==> config.mk <==
export PLATFORM = sky130hd
export DESIGN_NAME = cba_autobaud
export DESIGN_NICKNAME = d
export VERILOG_FILES = /design/src/inc/cba_pkg.sv /design/src/rtl/cba_mem.sv /design/src/rtl/cba_fifo.sv /design/src/rtl/cba_autobaud.sv
export SDC_FILE = /design/constraint.sdc
export NUM_CORES = 2
export LEC_CHECK = 0
export BUFFER_PORTS_ARGS = -buffer_cell sky130_fd_sc_hd__buf_2
export CAP_MARGIN = 10
export CORE_MARGIN = 4
export CORE_UTILIZATION = 58
export CTS_BUF_LIST = sky130_fd_sc_hd__clkbuf_8
export DETAILED_ROUTE_END_ITERATION = 12
export PLACE_DENSITY = 0.78
export SLEW_MARGIN = 40
export SYNTH_ARGS = -nofsm -noshare
export SYNTH_HDL_FRONTEND = slang
export SYNTH_SLANG_ARGS = --single-unit
==> constraint.sdc <==
create_clock -name CLK_SYS -period 5.4 [get_ports CLK_SYS]
set_input_delay 0.54 -clock CLK_SYS [delete_from_list [all_inputs] [get_ports CLK_SYS]]
set_output_delay 0.54 -clock CLK_SYS [all_outputs]
set_load 0.1 [all_outputs]
==> src/inc/cba_pkg.sv <==
// package: offsets, field positions, constants and states of the CAN boot autobaud block
package cba_pkg;
	// register byte offsets on the APB
	localparam logic [11:0] OFS_CTRL   = 12'h000;
	localparam logic [11:0] OFS_STATUS = 12'h004;
	localparam logic [11:0] OFS_COUNT  = 12'h008;
	localparam logic [11:0] OFS_TIMING = 12'h00C;
	localparam logic [11:0] OFS_LOAD   = 12'h010;
	localparam logic [11:0] OFS_ACKDAT = 12'h014;
	localparam logic [11:0] OFS_MEM    = 12'h200; // 128 words, one loaded byte each
	// control register fields and reset value
	localparam int          CTRL_ARM     = 0;
	localparam int          CTRL_HOLD    = 1;
	localparam int          CTRL_RESTART = 2;
	localparam logic [1:0]  CTRL_RST     = 2'h1;
	// status register fields
	localparam int          STS_CONF     = 4;
	localparam int          STS_ACK      = 5;
	localparam int          STS_FAULT    = 8;
	localparam int          STS_BOOT     = 9;
	// timing register fields
	localparam int          TIM_SJW      = 6;
	localparam int          TIM_SEGMENT_BEFORE_SAMPLE    = 8;
	localparam int          TIM_SEGMENT_AFTER_SAMPLE    = 16;
	localparam int          TIM_QUANTA   = 24;
	// zero frame measurement
	localparam logic [2:0]  STUFF_RISES  = 3'h5;  // stuff bits closing the measured span
	localparam int          FRAME_BITS   = 29;    // 25 dominant plus 4 recessive bits
	localparam int          PT_SCALE     = 2 * FRAME_BITS;
	localparam int          ERR_TICKS    = 6;     // tolerated detection uncertainty
	localparam int          BRP_STEP     = 1451;
	localparam logic [5:0]  BRP_MAX      = 6'h3F;
	localparam logic [4:0]  TQ_MIN       = 5'h08;
	localparam logic [4:0]  TQ_MAX       = 5'h19;
	localparam logic [1:0]  SJW_TQ       = 2'h2;
	// message objects
	localparam logic [10:0] ACK_ID       = 11'h0E6;
	localparam logic [3:0]  ACK_DLC      = 4'h3;
	localparam logic [10:0] BOOT_ID      = 11'h005;
	localparam logic [10:0] BOOT_MASK    = 11'h7FF;
	localparam logic [7:0]  LOAD_BYTES   = 8'h80;
	localparam int          FIFO_DEPTH   = 8;
	// sequencer states
	typedef enum logic [3:0] {
		ST_WATCH  = 4'b0000,
		ST_UART   = 4'b0001,
		ST_HALT   = 4'b0010,
		ST_CAN    = 4'b0011,
		ST_BRP    = 4'b0100,
		ST_QUANTA = 4'b0101,
		ST_CHECK  = 4'b0110,
		ST_LOAD   = 4'b0111,
		ST_DONE   = 4'b1000
	} cba_state_e;
endpackage : cba_pkg

==> src/rtl/cba_mem.sv <==
// module: byte store for the loaded boot image, registered read port
`timescale 1ns/10ps
module cba_mem #(
	parameter int AW = 7,
	parameter int DW = 8
)(
	input  wire logic          clk,
	input  wire logic          wr_en,
	input  wire logic [AW-1:0] wr_addr,
	input  wire logic [DW-1:0] wr_data,
	input  wire logic [AW-1:0] rd_addr,
	output logic      [DW-1:0] rd_data
);
	logic [DW-1:0] cells [2**AW]; // no reset: contents only valid once written

	////////////////////////////////////////////////////////////////////////////
	// write port, fed by the fifo drain
	always_ff @(posedge clk) begin
		if (wr_en) begin
			cells[wr_addr] <= wr_data;
		end
	end

	// read port, data one cycle after the address
	always_ff @(posedge clk) begin
		rd_data <= cells[rd_addr];
	end
endmodule : cba_mem

==> src/rtl/cba_fifo.sv <==
// module: small fifo with valid and ready on both sides
`timescale 1ns/10ps
module cba_fifo #(
	parameter int WIDTH = 8,
	parameter int DEPTH = 8
)(
	input  wire logic             clk,
	input  wire logic             rst_n,
	input  wire logic             in_valid,
	output logic                  in_ready,
	input  wire logic [WIDTH-1:0] in_data,
	output logic                  out_valid,
	input  wire logic             out_ready,
	output logic      [WIDTH-1:0] out_data
);
	localparam int PW = $clog2(DEPTH); // depth must be a power of two

	logic [WIDTH-1:0] store [DEPTH]; // data slots
	logic [PW-1:0]    wr_ptr;        // next slot to fill
	logic [PW-1:0]    rd_ptr;        // oldest slot
	logic [PW:0]      count;         // words held
	logic [PW:0]      next_count;
	logic             push;
	logic             pop;

	assign push       = in_valid & in_ready;
	assign pop        = out_valid & out_ready;
	assign next_count = count + (PW+1)'(push) - (PW+1)'(pop);
	assign out_data   = store[rd_ptr];

	////////////////////////////////////////////////////////////////////////////
	// slot writes
	always_ff @(posedge clk) begin
		if (push) begin
			store[wr_ptr] <= in_data;
		end
	end

	// pointers, fill level and registered flags
	always_ff @(posedge clk or negedge rst_n) begin
		if (!rst_n) begin
			wr_ptr    <= '0;
			rd_ptr    <= '0;
			count     <= '0;
			in_ready  <= 1'b1;
			out_valid <= 1'b0;
		end else begin
			wr_ptr    <= wr_ptr + PW'(push);
			rd_ptr    <= rd_ptr + PW'(pop);
			count     <= next_count;
			in_ready  <= next_count != (PW+1)'(DEPTH); // full stalls the source
			out_valid <= next_count != '0;
		end
	end
endmodule : cba_fifo

==> src/rtl/cba_autobaud.sv <==
// module: CAN boot autobaud detection, controller setup and boot byte loading
//
// Chosen here: the APB slave port and the register addresses.
`timescale 1ns/10ps
module cba_autobaud
	import cba_pkg::*;
#(
	parameter int          CNT_W      = 16,
	parameter logic [7:0]  ACK_BYTE0  = 8'hA5,    // arbitrary acknowledge marker
	parameter logic [15:0] CHIP_IDENT = 16'h1234  // arbitrary identity value
)(
	input  wire logic        CLK_SYS,
	input  wire logic        RESETN,
	input  wire logic        PSEL,
	input  wire logic        PENABLE,
	input  wire logic        PWRITE,
	input  wire logic [11:0] PADDR,
	input  wire logic [31:0] PWDATA,
	output logic      [31:0] PRDATA,
	output logic             PREADY,
	output logic             PSLVERR,
	input  wire logic        BOOT_LOADER_MODE,
	input  wire logic        UART_RECEIVE_LINE,
	input  wire logic        CAN_RECEIVE_PIN,
	output logic             CAN_TRANSMIT_PIN_O,
	output logic             CAN_TRANSMIT_PIN_OE_N,
	input  wire logic        CTRL_TXD,
	input  wire logic        MSG_VALID,
	output logic             MSG_READY,
	input  wire logic [10:0] MSG_ID,
	input  wire logic        MSG_REMOTE,
	input  wire logic [7:0]  MSG_BYTE,
	output logic             ACK_SEND,
	output logic      [10:0] ACK_ID_OUT,
	output logic      [3:0]  ACK_DLC_OUT,
	output logic      [23:0] ACK_DATA,
	output logic             CAN_CONFIGURED,
	output logic      [5:0]  BAUD_PRESCALER,
	output logic      [4:0]  SEGMENT_BEFORE_SAMPLE,
	output logic      [3:0]  SEGMENT_AFTER_SAMPLE,
	output logic      [1:0]  JUMP_WIDTH
);
	// quanta divisor for a given prescaler
	function automatic logic [CNT_W-1:0] tq_divisor(input logic [5:0] b);
		tq_divisor = CNT_W'(PT_SCALE * (int'(b) + 1));
	endfunction : tq_divisor

	// segment after the sample point: ceil(q/5) keeps the sample at 70-80%
	function automatic logic [3:0] seg_after(input logic [4:0] q);
		seg_after = 4'((int'(q) + 4) / 5);
	endfunction : seg_after

	cba_state_e       state;      // sequencer
	logic             boot_seen;  // strap already caught
	logic             boot_en;    // strap value: boot loader mode
	logic             can_q;      // previous CAN line sample
	logic [2:0]       rises;      // stuff bits seen so far
	logic [CNT_W-1:0] run_count;  // cycle counter of the measured span
	logic [CNT_W-1:0] count_capt; // captured span
	logic [CNT_W-1:0] rem;        // running remainder of the divisions
	logic [CNT_W-1:0] divisor;    // 58 x (prescaler + 1)
	logic [5:0]       baud_prescaler;        // prescaler being derived
	logic [4:0]       quanta;     // quanta per bit being derived
	logic [1:0]       ctrl;       // arm and hold bits
	logic             fault;      // sticky: measurement discarded
	logic             ack_sent;   // acknowledge already given
	logic [7:0]       load_count; // bytes stored
	logic             can_rise;
	logic             q_ok;
	logic             fault_set;
	logic             restart;
	logic             apb_wr;
	logic             apb_acc;
	logic             rd_hit;
	logic [31:0]      rd_val;
	logic             boot_hit;
	logic             fifo_in_valid;
	logic             fifo_out_valid;
	logic             drain;
	logic [7:0]       fifo_data;
	logic [7:0]       mem_rdata;

	assign can_rise = CAN_RECEIVE_PIN & ~can_q;
	assign divisor  = tq_divisor(baud_prescaler);
	assign q_ok     = quanta >= TQ_MIN && quanta <= TQ_MAX;
	assign apb_acc  = PSEL & PENABLE & ~PREADY;
	assign apb_wr   = PSEL & PENABLE & PREADY & PWRITE;
	assign restart  = apb_wr && PADDR == OFS_CTRL && PWDATA[CTRL_RESTART];

	// discard conditions: counter overflow, prescaler or quanta out of range
	assign fault_set = ((state == ST_CAN || state == ST_UART) && (&run_count))
		|| (state == ST_BRP && rem >= CNT_W'(BRP_STEP) && baud_prescaler == BRP_MAX)
		|| (state == ST_QUANTA && rem >= divisor && (&quanta))
		|| (state == ST_CHECK && !q_ok);

	////////////////////////////////////////////////////////////////////////////
	// strap caught on the first edge after reset release
	always_ff @(posedge CLK_SYS or negedge RESETN) begin
		if (!RESETN) begin
			boot_seen <= 1'b0;
			boot_en   <= 1'b0;
		end else if (!boot_seen) begin
			boot_seen <= 1'b1;
			boot_en   <= BOOT_LOADER_MODE;
		end
	end

	// previous CAN level for rising edge detection
	always_ff @(posedge CLK_SYS or negedge RESETN) begin
		if (!RESETN) begin
			can_q <= 1'b1;
		end else begin
			can_q <= CAN_RECEIVE_PIN;
		end
	end

	////////////////////////////////////////////////////////////////////////////
	// sequencer: measure, divide, check, load
	always_ff @(posedge CLK_SYS or negedge RESETN) begin
		if (!RESETN) begin
			state      <= ST_WATCH;
			run_count  <= '0;
			count_capt <= '0;
			rem        <= '0;
			rises      <= '0;
			baud_prescaler        <= '0;
			quanta     <= '0;
		end else if (restart || fault_set) begin
			state <= ST_WATCH;
		end else begin
			case (state)
				ST_WATCH: begin
					// CAN is polled ahead of the UART line
					if (boot_en && ctrl[CTRL_ARM]) begin
						if (!CAN_RECEIVE_PIN) begin
							state     <= ST_CAN;
							run_count <= CNT_W'(1);
							rises     <= '0;
						end else if (!UART_RECEIVE_LINE) begin
							state     <= ST_UART;
							run_count <= CNT_W'(1);
						end
					end
				end
				ST_UART: begin
					// low run timed until the line returns high; the sequencer then halts
					if (UART_RECEIVE_LINE) begin
						state      <= ST_HALT;
						count_capt <= run_count;
					end else begin
						run_count <= run_count + 1'b1;
					end
				end
				ST_CAN: begin
					run_count <= run_count + 1'b1;
					// each recessive stuff bit ends a five-dominant run
					if (can_rise) begin
						rises <= rises + 1'b1;
						if (rises == STUFF_RISES - 3'h1) begin
							// count stops on the sampling edge: one tick of latency,
							// well inside the tolerated uncertainty
							state      <= ST_BRP;
							count_capt <= run_count;
							rem        <= run_count;
							baud_prescaler        <= '0;
						end
					end
				end
				ST_BRP: begin
					// repeated subtraction: one step per cycle, at most 64
					if (rem >= CNT_W'(BRP_STEP)) begin
						rem <= rem - CNT_W'(BRP_STEP);
						baud_prescaler <= baud_prescaler + 1'b1;
					end else begin
						state  <= ST_QUANTA;
						rem    <= count_capt;
						quanta <= '0;
					end
				end
				ST_QUANTA: begin
					if (rem >= divisor) begin
						rem    <= rem - divisor;
						quanta <= quanta + 1'b1;
					end else begin
						if ({rem, 1'b0} > {1'b0, divisor}) begin
							quanta <= quanta + 1'b1;
						end
						state <= ST_CHECK;
					end
				end
				ST_CHECK: begin
					state <= ST_LOAD; // out of range already left via fault_set
				end
				ST_LOAD: begin
					if (drain && load_count == LOAD_BYTES - 8'h01) begin
						state <= ST_DONE;
					end
				end
				ST_HALT, ST_DONE: begin
					state <= state; // left only by restart
				end
				default: begin
					state <= ST_WATCH;
				end
			endcase
		end
	end

	////////////////////////////////////////////////////////////////////////////
	// bit timing handed to the CAN controller
	always_ff @(posedge CLK_SYS or negedge RESETN) begin
		if (!RESETN) begin
			CAN_CONFIGURED        <= 1'b0;
			BAUD_PRESCALER        <= '0;
			SEGMENT_BEFORE_SAMPLE <= '0;
			SEGMENT_AFTER_SAMPLE  <= '0;
			JUMP_WIDTH            <= '0;
		end else if (restart) begin
			CAN_CONFIGURED <= 1'b0;
		end else if (state == ST_CHECK && q_ok) begin
			CAN_CONFIGURED        <= 1'b1;
			BAUD_PRESCALER        <= baud_prescaler;
			SEGMENT_AFTER_SAMPLE  <= seg_after(quanta);
			SEGMENT_BEFORE_SAMPLE <= quanta - 5'h01 - 5'(seg_after(quanta));
			JUMP_WIDTH            <= SJW_TQ;
		end
	end

	// transmit pin: recessive latch set before the controller drives it
	always_ff @(posedge CLK_SYS or negedge RESETN) begin
		if (!RESETN) begin
			CAN_TRANSMIT_PIN_O    <= 1'b1;
			CAN_TRANSMIT_PIN_OE_N <= 1'b1;
		end else if (restart) begin
			CAN_TRANSMIT_PIN_O    <= 1'b1;
			CAN_TRANSMIT_PIN_OE_N <= 1'b1;
		end else if (state == ST_CHECK && q_ok) begin
			CAN_TRANSMIT_PIN_O    <= 1'b1;
			CAN_TRANSMIT_PIN_OE_N <= 1'b0;
		end else begin
			CAN_TRANSMIT_PIN_O <= CAN_CONFIGURED ? CTRL_TXD : 1'b1;
		end
	end

	////////////////////////////////////////////////////////////////////////////
	// acknowledge object: held ready, sent once on a matching remote frame
	always_ff @(posedge CLK_SYS or negedge RESETN) begin
		if (!RESETN) begin
			ACK_SEND    <= 1'b0;
			ack_sent    <= 1'b0;
			ACK_ID_OUT  <= '0;
			ACK_DLC_OUT <= '0;
			ACK_DATA    <= '0;
		end else begin
			ACK_SEND <= 1'b0;
			if (restart) begin
				ack_sent <= 1'b0;
			end else if (state == ST_CHECK && q_ok) begin
				ACK_ID_OUT  <= ACK_ID;
				ACK_DLC_OUT <= ACK_DLC;
				ACK_DATA    <= {CHIP_IDENT[15:8], CHIP_IDENT[7:0], ACK_BYTE0};
			end else if (CAN_CONFIGURED && !ack_sent && MSG_VALID && MSG_READY
					&& MSG_REMOTE && MSG_ID == ACK_ID) begin
				ACK_SEND <= 1'b1;
				ack_sent <= 1'b1;
			end
		end
	end

	////////////////////////////////////////////////////////////////////////////
	// receive object: exact identifier match, length ignored, first byte kept
	assign boot_hit      = ((MSG_ID ^ BOOT_ID) & BOOT_MASK) == 11'h000;
	assign fifo_in_valid = state == ST_LOAD && MSG_VALID && !MSG_REMOTE && boot_hit;
	assign drain         = fifo_out_valid && state == ST_LOAD && !ctrl[CTRL_HOLD];

	cba_fifo #(.WIDTH(8), .DEPTH(FIFO_DEPTH)) u_fifo (
		.clk       (CLK_SYS),
		.rst_n     (RESETN),
		.in_valid  (fifo_in_valid),
		.in_ready  (MSG_READY),
		.in_data   (MSG_BYTE),
		.out_valid (fifo_out_valid),
		.out_ready (drain),
		.out_data  (fifo_data)
	);

	cba_mem #(.AW(7), .DW(8)) u_mem (
		.clk     (CLK_SYS),
		.wr_en   (drain),
		.wr_addr (load_count[6:0]),
		.wr_data (fifo_data),
		.rd_addr (PADDR[8:2]),
		.rd_data (mem_rdata)
	);

	// loaded byte counter
	always_ff @(posedge CLK_SYS or negedge RESETN) begin
		if (!RESETN) begin
			load_count <= '0;
		end else if (restart) begin
			load_count <= '0;
		end else if (drain) begin
			load_count <= load_count + 8'h01;
		end
	end

	////////////////////////////////////////////////////////////////////////////
	// control bits and sticky fault: a fault in the clearing cycle wins
	always_ff @(posedge CLK_SYS or negedge RESETN) begin
		if (!RESETN) begin
			ctrl  <= CTRL_RST;
			fault <= 1'b0;
		end else begin
			if (apb_wr && PADDR == OFS_CTRL) begin
				ctrl <= PWDATA[1:0];
			end
			if (fault_set) begin
				fault <= 1'b1;
			end else if (apb_wr && PADDR == OFS_STATUS && PWDATA[STS_FAULT]) begin
				fault <= 1'b0;
			end
		end
	end

	// read decode
	always_comb begin
		rd_val = 32'h0000_0000;
		rd_hit = 1'b1;
		if (PADDR == OFS_CTRL) begin
			rd_val = {30'h0, ctrl};
		end else if (PADDR == OFS_STATUS) begin
			rd_val = {22'h0, boot_en, fault, 2'h0, ack_sent, CAN_CONFIGURED, state};
		end else if (PADDR == OFS_COUNT) begin
			rd_val = 32'(count_capt);
		end else if (PADDR == OFS_TIMING) begin
			rd_val = {3'h0, quanta, 4'h0, SEGMENT_AFTER_SAMPLE, 3'h0, SEGMENT_BEFORE_SAMPLE,
				JUMP_WIDTH, BAUD_PRESCALER};
		end else if (PADDR == OFS_LOAD) begin
			rd_val = {24'h0, load_count};
		end else if (PADDR == OFS_ACKDAT) begin
			rd_val = {8'h0, ACK_DATA};
		end else if (PADDR[11:9] == OFS_MEM[11:9] && PADDR[1:0] == 2'h0) begin
			rd_val = {24'h0, mem_rdata};
		end else begin
			rd_hit = 1'b0;
		end
	end

	// APB answer: one wait state, memory data registered in time
	always_ff @(posedge CLK_SYS or negedge RESETN) begin
		if (!RESETN) begin
			PREADY  <= 1'b0;
			PRDATA  <= '0;
			PSLVERR <= 1'b0;
		end else begin
			PREADY  <= apb_acc;
			PSLVERR <= apb_acc & ~rd_hit;
			if (apb_acc && !PWRITE) begin
				PRDATA <= rd_val;
			end
		end
	end
endmodule : cba_autobaud

# Word level (Yosys, flattened, before mapping)
# Memories as Yosys holds them, arrays and structs flattened. A register that Yosys moved wholly into a read port is not among the register bits.
# Index checks and enable logic that the tools add are counted.
dict set report word_totals {
  out_inout_bits 95
  n_memories 2
  romBits 0
  ram_bits 1088
  latchBits 0
  reg_bits 150
  input_bits 74
}
dict set report classes {
  n_div 1
  mux 70
  n_reduce_logical 63
  order_cmp 5
  n_mul 1
  add_sub_neg 15
  eq_ne 40
  bitwise 14
  shifts 0
}
# memory words width read_ports rd_clocked_by_memory_dff wr line_no
set mem_list {}
lappend mem_list {u_mem.cells 128 8 1 1 1 cba_mem.sv:14} ;# logic [DW-1:0] cells [2**AW];
lappend mem_list {u_fifo.store 8 8 1 0 1 cba_fifo.sv:18} ;# logic [WIDTH-1:0] store [DEPTH];
# op n
set op_table {}
lappend op_table {{$mux W16} 9}
lappend op_table {{$pmux W16 S3} 2}
lappend op_table {{$mux W32} 2}
lappend op_table {{$mux W29} 2}
lappend op_table {{$mux W21} 2}
lappend op_table {{$mux W4} 10}
lappend op_table {{$div A32 B4 Y32 const B} 1}
lappend op_table {{$pmux W16 S2} 1}
lappend op_table {{$pmux W4 S8} 1}
lappend op_table {{$reduce_and A5 Y1} 6}
lappend op_table {{$logic_and A1 B1 Y1} 26}
lappend op_table {{$mux W1} 26}
lappend op_table {{$eq A12 B4 Y1 const B} 2}
lappend op_table {{$eq A12 B5 Y1 const B} 2}
lappend op_table {{$mux W8} 3}
lappend op_table {{$mux W6} 3}
lappend op_table {{$gt A17 B13 Y1} 1}
lappend op_table {{$add A16 B1 Y16 const B} 1}
lappend op_table {{$eq A4 B3 Y1 const B} 4}
lappend op_table {{$ge A16 B11 Y1 const B} 1}
lappend op_table {{$ge A16 B13 Y1} 1}
lappend op_table {{$ne A2 B2 Y1 const B} 8}
lappend op_table {{$reduce_and A16 Y1} 1}
lappend op_table {{$reduce_bool A2 Y1} 8}
lappend op_table {{50 further kinds} 86}

# Longest topological paths before layout
dict set report logic_depth {
  word_depth 11
  mapped_depth 27
  depth_no_buf 26
}

# By module
# From an unflattened synthesis, not the netlist that was laid out.
dict set report hier_totals {
  hier_cells 2877
  hier_area_um2 52490.3
}
# mod n_inst cells_per_inst area_per_inst_um2 seq_area_each_um2
set by_module_without_submodules {}
lappend by_module_without_submodules {cba_mem 1 1635 39665.5 30909.6}
lappend by_module_without_submodules {cba_autobaud 1 1095 9755.6 3233.1}
lappend by_module_without_submodules {cba_fifo 1 147 3069.2 2223.4}

# Least setup slack after synthesis
# Ideal clock, no wire load.
dict set report synth_timing {
  kind {register -> register}
  startpoint {register baud_prescaler[1]}
  endpoint {register count_capt[10]}
  t_required_ns 5.275
  arrival_ns 5.773
  stages_incl_launch_ff 28
  slack_ns -0.499
  path_cell_list {dfrtp_1 -> ha_1 -> nand3_1 -> xor2_1 -> inv_1 -> fa_1 -> ha_1 -> inv_1 -> fa_1 -> inv_1 -> ha_1 -> o21ai_0 -> a21oi_1 -> o21ai_0 -> nand2b_1 -> a21o_1 -> a21oi_1 -> xnor2_1 -> ha_1 -> nand2_1 -> o21ai_0 -> nor3_1 -> o211a_1 -> o21ai_4 -> or2_4 -> a21oi_4 -> buf_8 -> mux2_4}
}
dict set report synth_between {
  elab_chain_cells 10
  word_cells_on_any_way 13
  cone_classes {add/sub: 1; mul: 1; order compare: 1; eq/ne: 1; bitwise: 1; reduce/logical: 8}
}
# item line_no
set synth_lines {}
lappend synth_lines {{start, declared} cba_autobaud.sv:62} ;# logic [5:0] baud_prescaler;
lappend synth_lines {{start signal, assigned} cba_autobaud.sv:173} ;# baud_prescaler <= baud_prescaler + 1'b1;
lappend synth_lines {{$add A6 B1 Y7} cba_autobaud.sv:45} ;# tq_divisor = CNT_W'(PT_SCALE * (int'(b) + 1));
lappend synth_lines {{$mul A5 B7 Y12} cba_autobaud.sv:45}
lappend synth_lines {{$ge A16 B13 Y1} cba_autobaud.sv:93} ;# || (state == ST_QUANTA && rem >= divisor && (&quanta))
lappend synth_lines {{$logic_and A1 B1 Y1 (2 in series)} cba_autobaud.sv:93}
lappend synth_lines {{$logic_or A1 B1 Y1 *} cba_autobaud.sv:93}
lappend synth_lines {{$logic_or A1 B1 Y1 *} cba_autobaud.sv:94} ;# || (state == ST_CHECK && !q_ok);
lappend synth_lines {{$logic_or A1 B1 Y1 *} cba_autobaud.sv:128} ;# end else if (restart || fault_set) begin
lappend synth_lines {{$not A1 Y1 (no source line) *} -}
lappend synth_lines {{$reduce_and A5 Y1 (no source line) *} -}
lappend synth_lines {{end signal, assigned} cba_autobaud.sv:149} ;# count_capt <= run_count;
lappend synth_lines {{end signal, assigned} cba_autobaud.sv:163} ;# count_capt <= run_count;
lappend synth_lines {{end, declared} cba_autobaud.sv:59} ;# logic [CNT_W-1:0] count_capt;
# Every way passes the cells marked *; elsewhere a longest branch is shown, timed or not.
# A chain may end at the register's enable or synchronous reset.

# Worst setup path after layout
dict set report layout_timing {
  startpoint {register baud_prescaler[0]}
  endpoint {register count_capt[9]}
}
# Same word-level chain as after synthesis.

==> reports/metrics.csv <==
metric;value;unit
status;finished with violations;
failing checks;setup timing;
slowest stage delay, CP;0.51;ns
final instance area;58840;sq um
Core Region;88650;sq um
CTS sink count;1237;
Synth area leaders;edfxtp_1, mux4_2, dfrtp_1;
post-synthesis register bit count;1237;
layout cells sized above 1;30.23;%
fin util;66.38;%
CP Launch Type;register;
Clk Tree Root Cell;clkbuf_8;
Fin. Hold Viols;0;
most frequent cells in the layout;edfxtp_1, mux4_2, clkbuf_8;
Top FF cell, synth;edfxtp_1;
DR iter-0 viols;3448;
switching share of power;32.66;%
Routed Wire Length;121600;um
initial core utilization;58.72;%
DIE HEIGHT;307.6;um
fin nets;3313;
Critical-path top delay cell;fa_1;
per-cell routed wire length;27.19;um
CTS clk-pin slew, worst paths;0.07;ns
Die ar.;94600;sq um
CTS tree;done;
Fmax;183.0;MHz
fraction of the yosys area taken by sequential cells;69.87;%
first-pass GRT wire length;182900;um
critical path type;register to register;
Worst Max-Slew Pin Slew;0.8641;ns
Max-Cap Viols;0;
RSZ-0062 raised after global routing;true;
Post-Syn Area;52050;sq um
Critical Path Fanout Max;8;
Pre-antenna DRT Iters;7;
clock latency on the worst-skew pair;0.85;ns
Power per Cell Area;463.4;nW/um^2
Final period util;101.2;%
Cells after Synth;2838;
final worst slack;-0.06309;ns
largest net degree at the start of global routing;91;
cts bufs inserted;188;
HP Class;primary input to register;
most common cell after layout, fill and taps aside;edfxtp_1;
# H-tree levels;4;
clk buf depth;3;
Final ANT Viol Nets;0;
clock power share;26.8;%
Max VDD drop;0.3135;mV
dominant cell type by area after synthesis;edfxtp_1;
total grt overflow;0;
Buf/Inv on CP;5;
Via Count;28450;
Detailed Place HPWL;77630;um
CP top delay family;adder cells;
Synth top area share;62.77;%
Max Slew Vio Count;0;
GPL Wtd Cong;0.9260;
setup TNS;-0.7523;ns
Int Pwr;18.36;mW
row count;109;
most frequent CP cell;inv_2;
die width;307.6;um
Cell variety after synth;82;
critical path data required time;6.14;ns
Pleak;20.44;nW
dpl ws;-0.1964;ns
# IOs;169;
Min Clock Period, post-route;5.463;ns
Tot GR Track Use;25.99;%
ys async rst share;11.40;%
CP Data Arrival Time;6.20;ns
vias in the first global route;28730;
via-per-instance ratio;6.361;
Comb pwr share;26.0;%
number of synthesized flops with an enable pin;1088;
Sequential Power Share;47.2;%
CP endpoint kind;register;
WHS;0.1190;ns
DP Area;54450;sq um
switching power;8.907;mW
Fin Clk Skew;0.04879;ns
Mean Syn Cell Area;18.34;sq um
initial antenna violation count;5;
IO buf count;110;
Yosys warning count;0;
Max-slew headroom;42.18;%
final count of negative-setup-slack endpoints;16;
# DRC;0;
Synth-to-Final Area Change;13.05;%
-- repair_timing --
action	4_1_cts	5_1_grt
setup endpoints to repair	38	62
cloned	0	3
hold endpoints to repair	156	0
hold buffers	19	0
gates resized for setup	9	76
pin swaps	2	31
setup buffers	9	12
-- metrics by stage --
step / cells / total power [mW]
detailed placement: 4084 / 19.68
global route: 4471 / 28.44
global placement: 4083 / 19.33
floorplan: 2867 / 17.19
CTS: 4451 / 26.99
finish: 4472 / 27.27
-- sequential cells by signal, summed over array words and instances, names as in the netlist, 5 cells and up --
name and flops:
BAUD_PRESCALER 6, PRDATA 26, SEGMENT_BEFORE_SAMPLE 5, baud_prescaler 6, count_capt 16, load_count 8, quanta 5, rem 16
run_count 16, u_fifo.store 64, u_mem.cells 1024, u_mem.rd_data 8
-- layer usage --
layer,vias to the layer above,part of all wire (%),GRT usage (%)
met1,14700,38,36.21
met4,8,2.6,8.284
met3,248,9.9,6.203
li1,11940,-,-
met5,-,0.037,0
met2,1548,49,41.53
-- layout make-up --
type | instances | area, sq um
timing repair buffer | 278 | 2088
clock buffer | 201 | 2766
sequential | 1237 | 36370
clock inverter | 138 | 802.0
tap | 1165 | 1458
multi-input combinational | 1385 | 15110
inverter | 62 | 232.7
fill | 5576 | 29800
antenna | 6 | 15.01
-- cells by family (layout without fill, tap and decap cells) --
logic type | Yosys count | after routing | share of synthesized area, %
other | 2 | 37 | 0.01443
flip-flops | 1237 | 1237 | 69.87
adder cells (fa/ha/maj) | 87 | 87 | 2.236
AO/OA/AOI/OAI | 268 | 268 | 3.447
XOR/XNOR | 60 | 60 | 1.010
multiplexers | 410 | 410 | 16.53
AND/OR/NAND/NOR | 529 | 529 | 4.685
buffers and inverters | 245 | 679 | 2.211
-- worst paths after layout --
check | startpoint | to | slack (ns) | depth (start not counted)
max in group asynchronous | RESETN | rem[15]$_DFFE_PN0P_ | 3.79 | 3
hold reg to reg | CAN_TRANSMIT_PIN_OE_N$_DFFE_PN1P_ | CAN_TRANSMIT_PIN_OE_N$_DFFE_PN1P_ | 0.47 | 2
min in group asynchronous | RESETN | u_fifo.count[3]$_DFF_PN0_ | 0.31 | 2
setup / recovery | baud_prescaler[0]$_DFFE_PN0P_ | count_capt[9]$_DFFE_PN0P_ | -0.06 | 26
hold / removal | PADDR[8] | u_mem.rd_data[3]$_DFF_P_ | 0.12 | 2
setup reg to reg | baud_prescaler[0]$_DFFE_PN0P_ | count_capt[9]$_DFFE_PN0P_ | -0.06 | 26
-- cells in the mapped netlist, drive strengths merged, types with 6 or more instances --
cell and instances:
a21oi 53, nor2 216, a31oi 11, nor3 23
o21bai 6, nand3 43, or3 8, xor2 32
a21o 17, inv 61, a22oi 7, o31ai 10
nor2b 21, dfrtp 136, and3 12, mux2 47
clkbuf 93, mux4 352, edfxtp 1088, dfxtp 8
o21a 6, nand2b 13, xnor2 28, nor3b 7
nor4 8, ha 77, buf 90, a22o 15
mux2i 11, nand2 136, o221ai 8, a221oi 7
fa 10, o21ai 78, nand4 14
-- power groups by stage --
stage / sequential, mW / combinational, mW / clock (mW)
final: 12.9 / 7.08 / 7.31
after global routing: 12.9 / 7.63 / 7.90
after CTS: 12.9 / 6.72 / 7.41
after detailed placement: 13.0 / 6.63 / 0
after global placement: 13.0 / 6.31 / 0
after floorplan: 13.1 / 4.05 / 0
(Power assumes the default switching activity.)
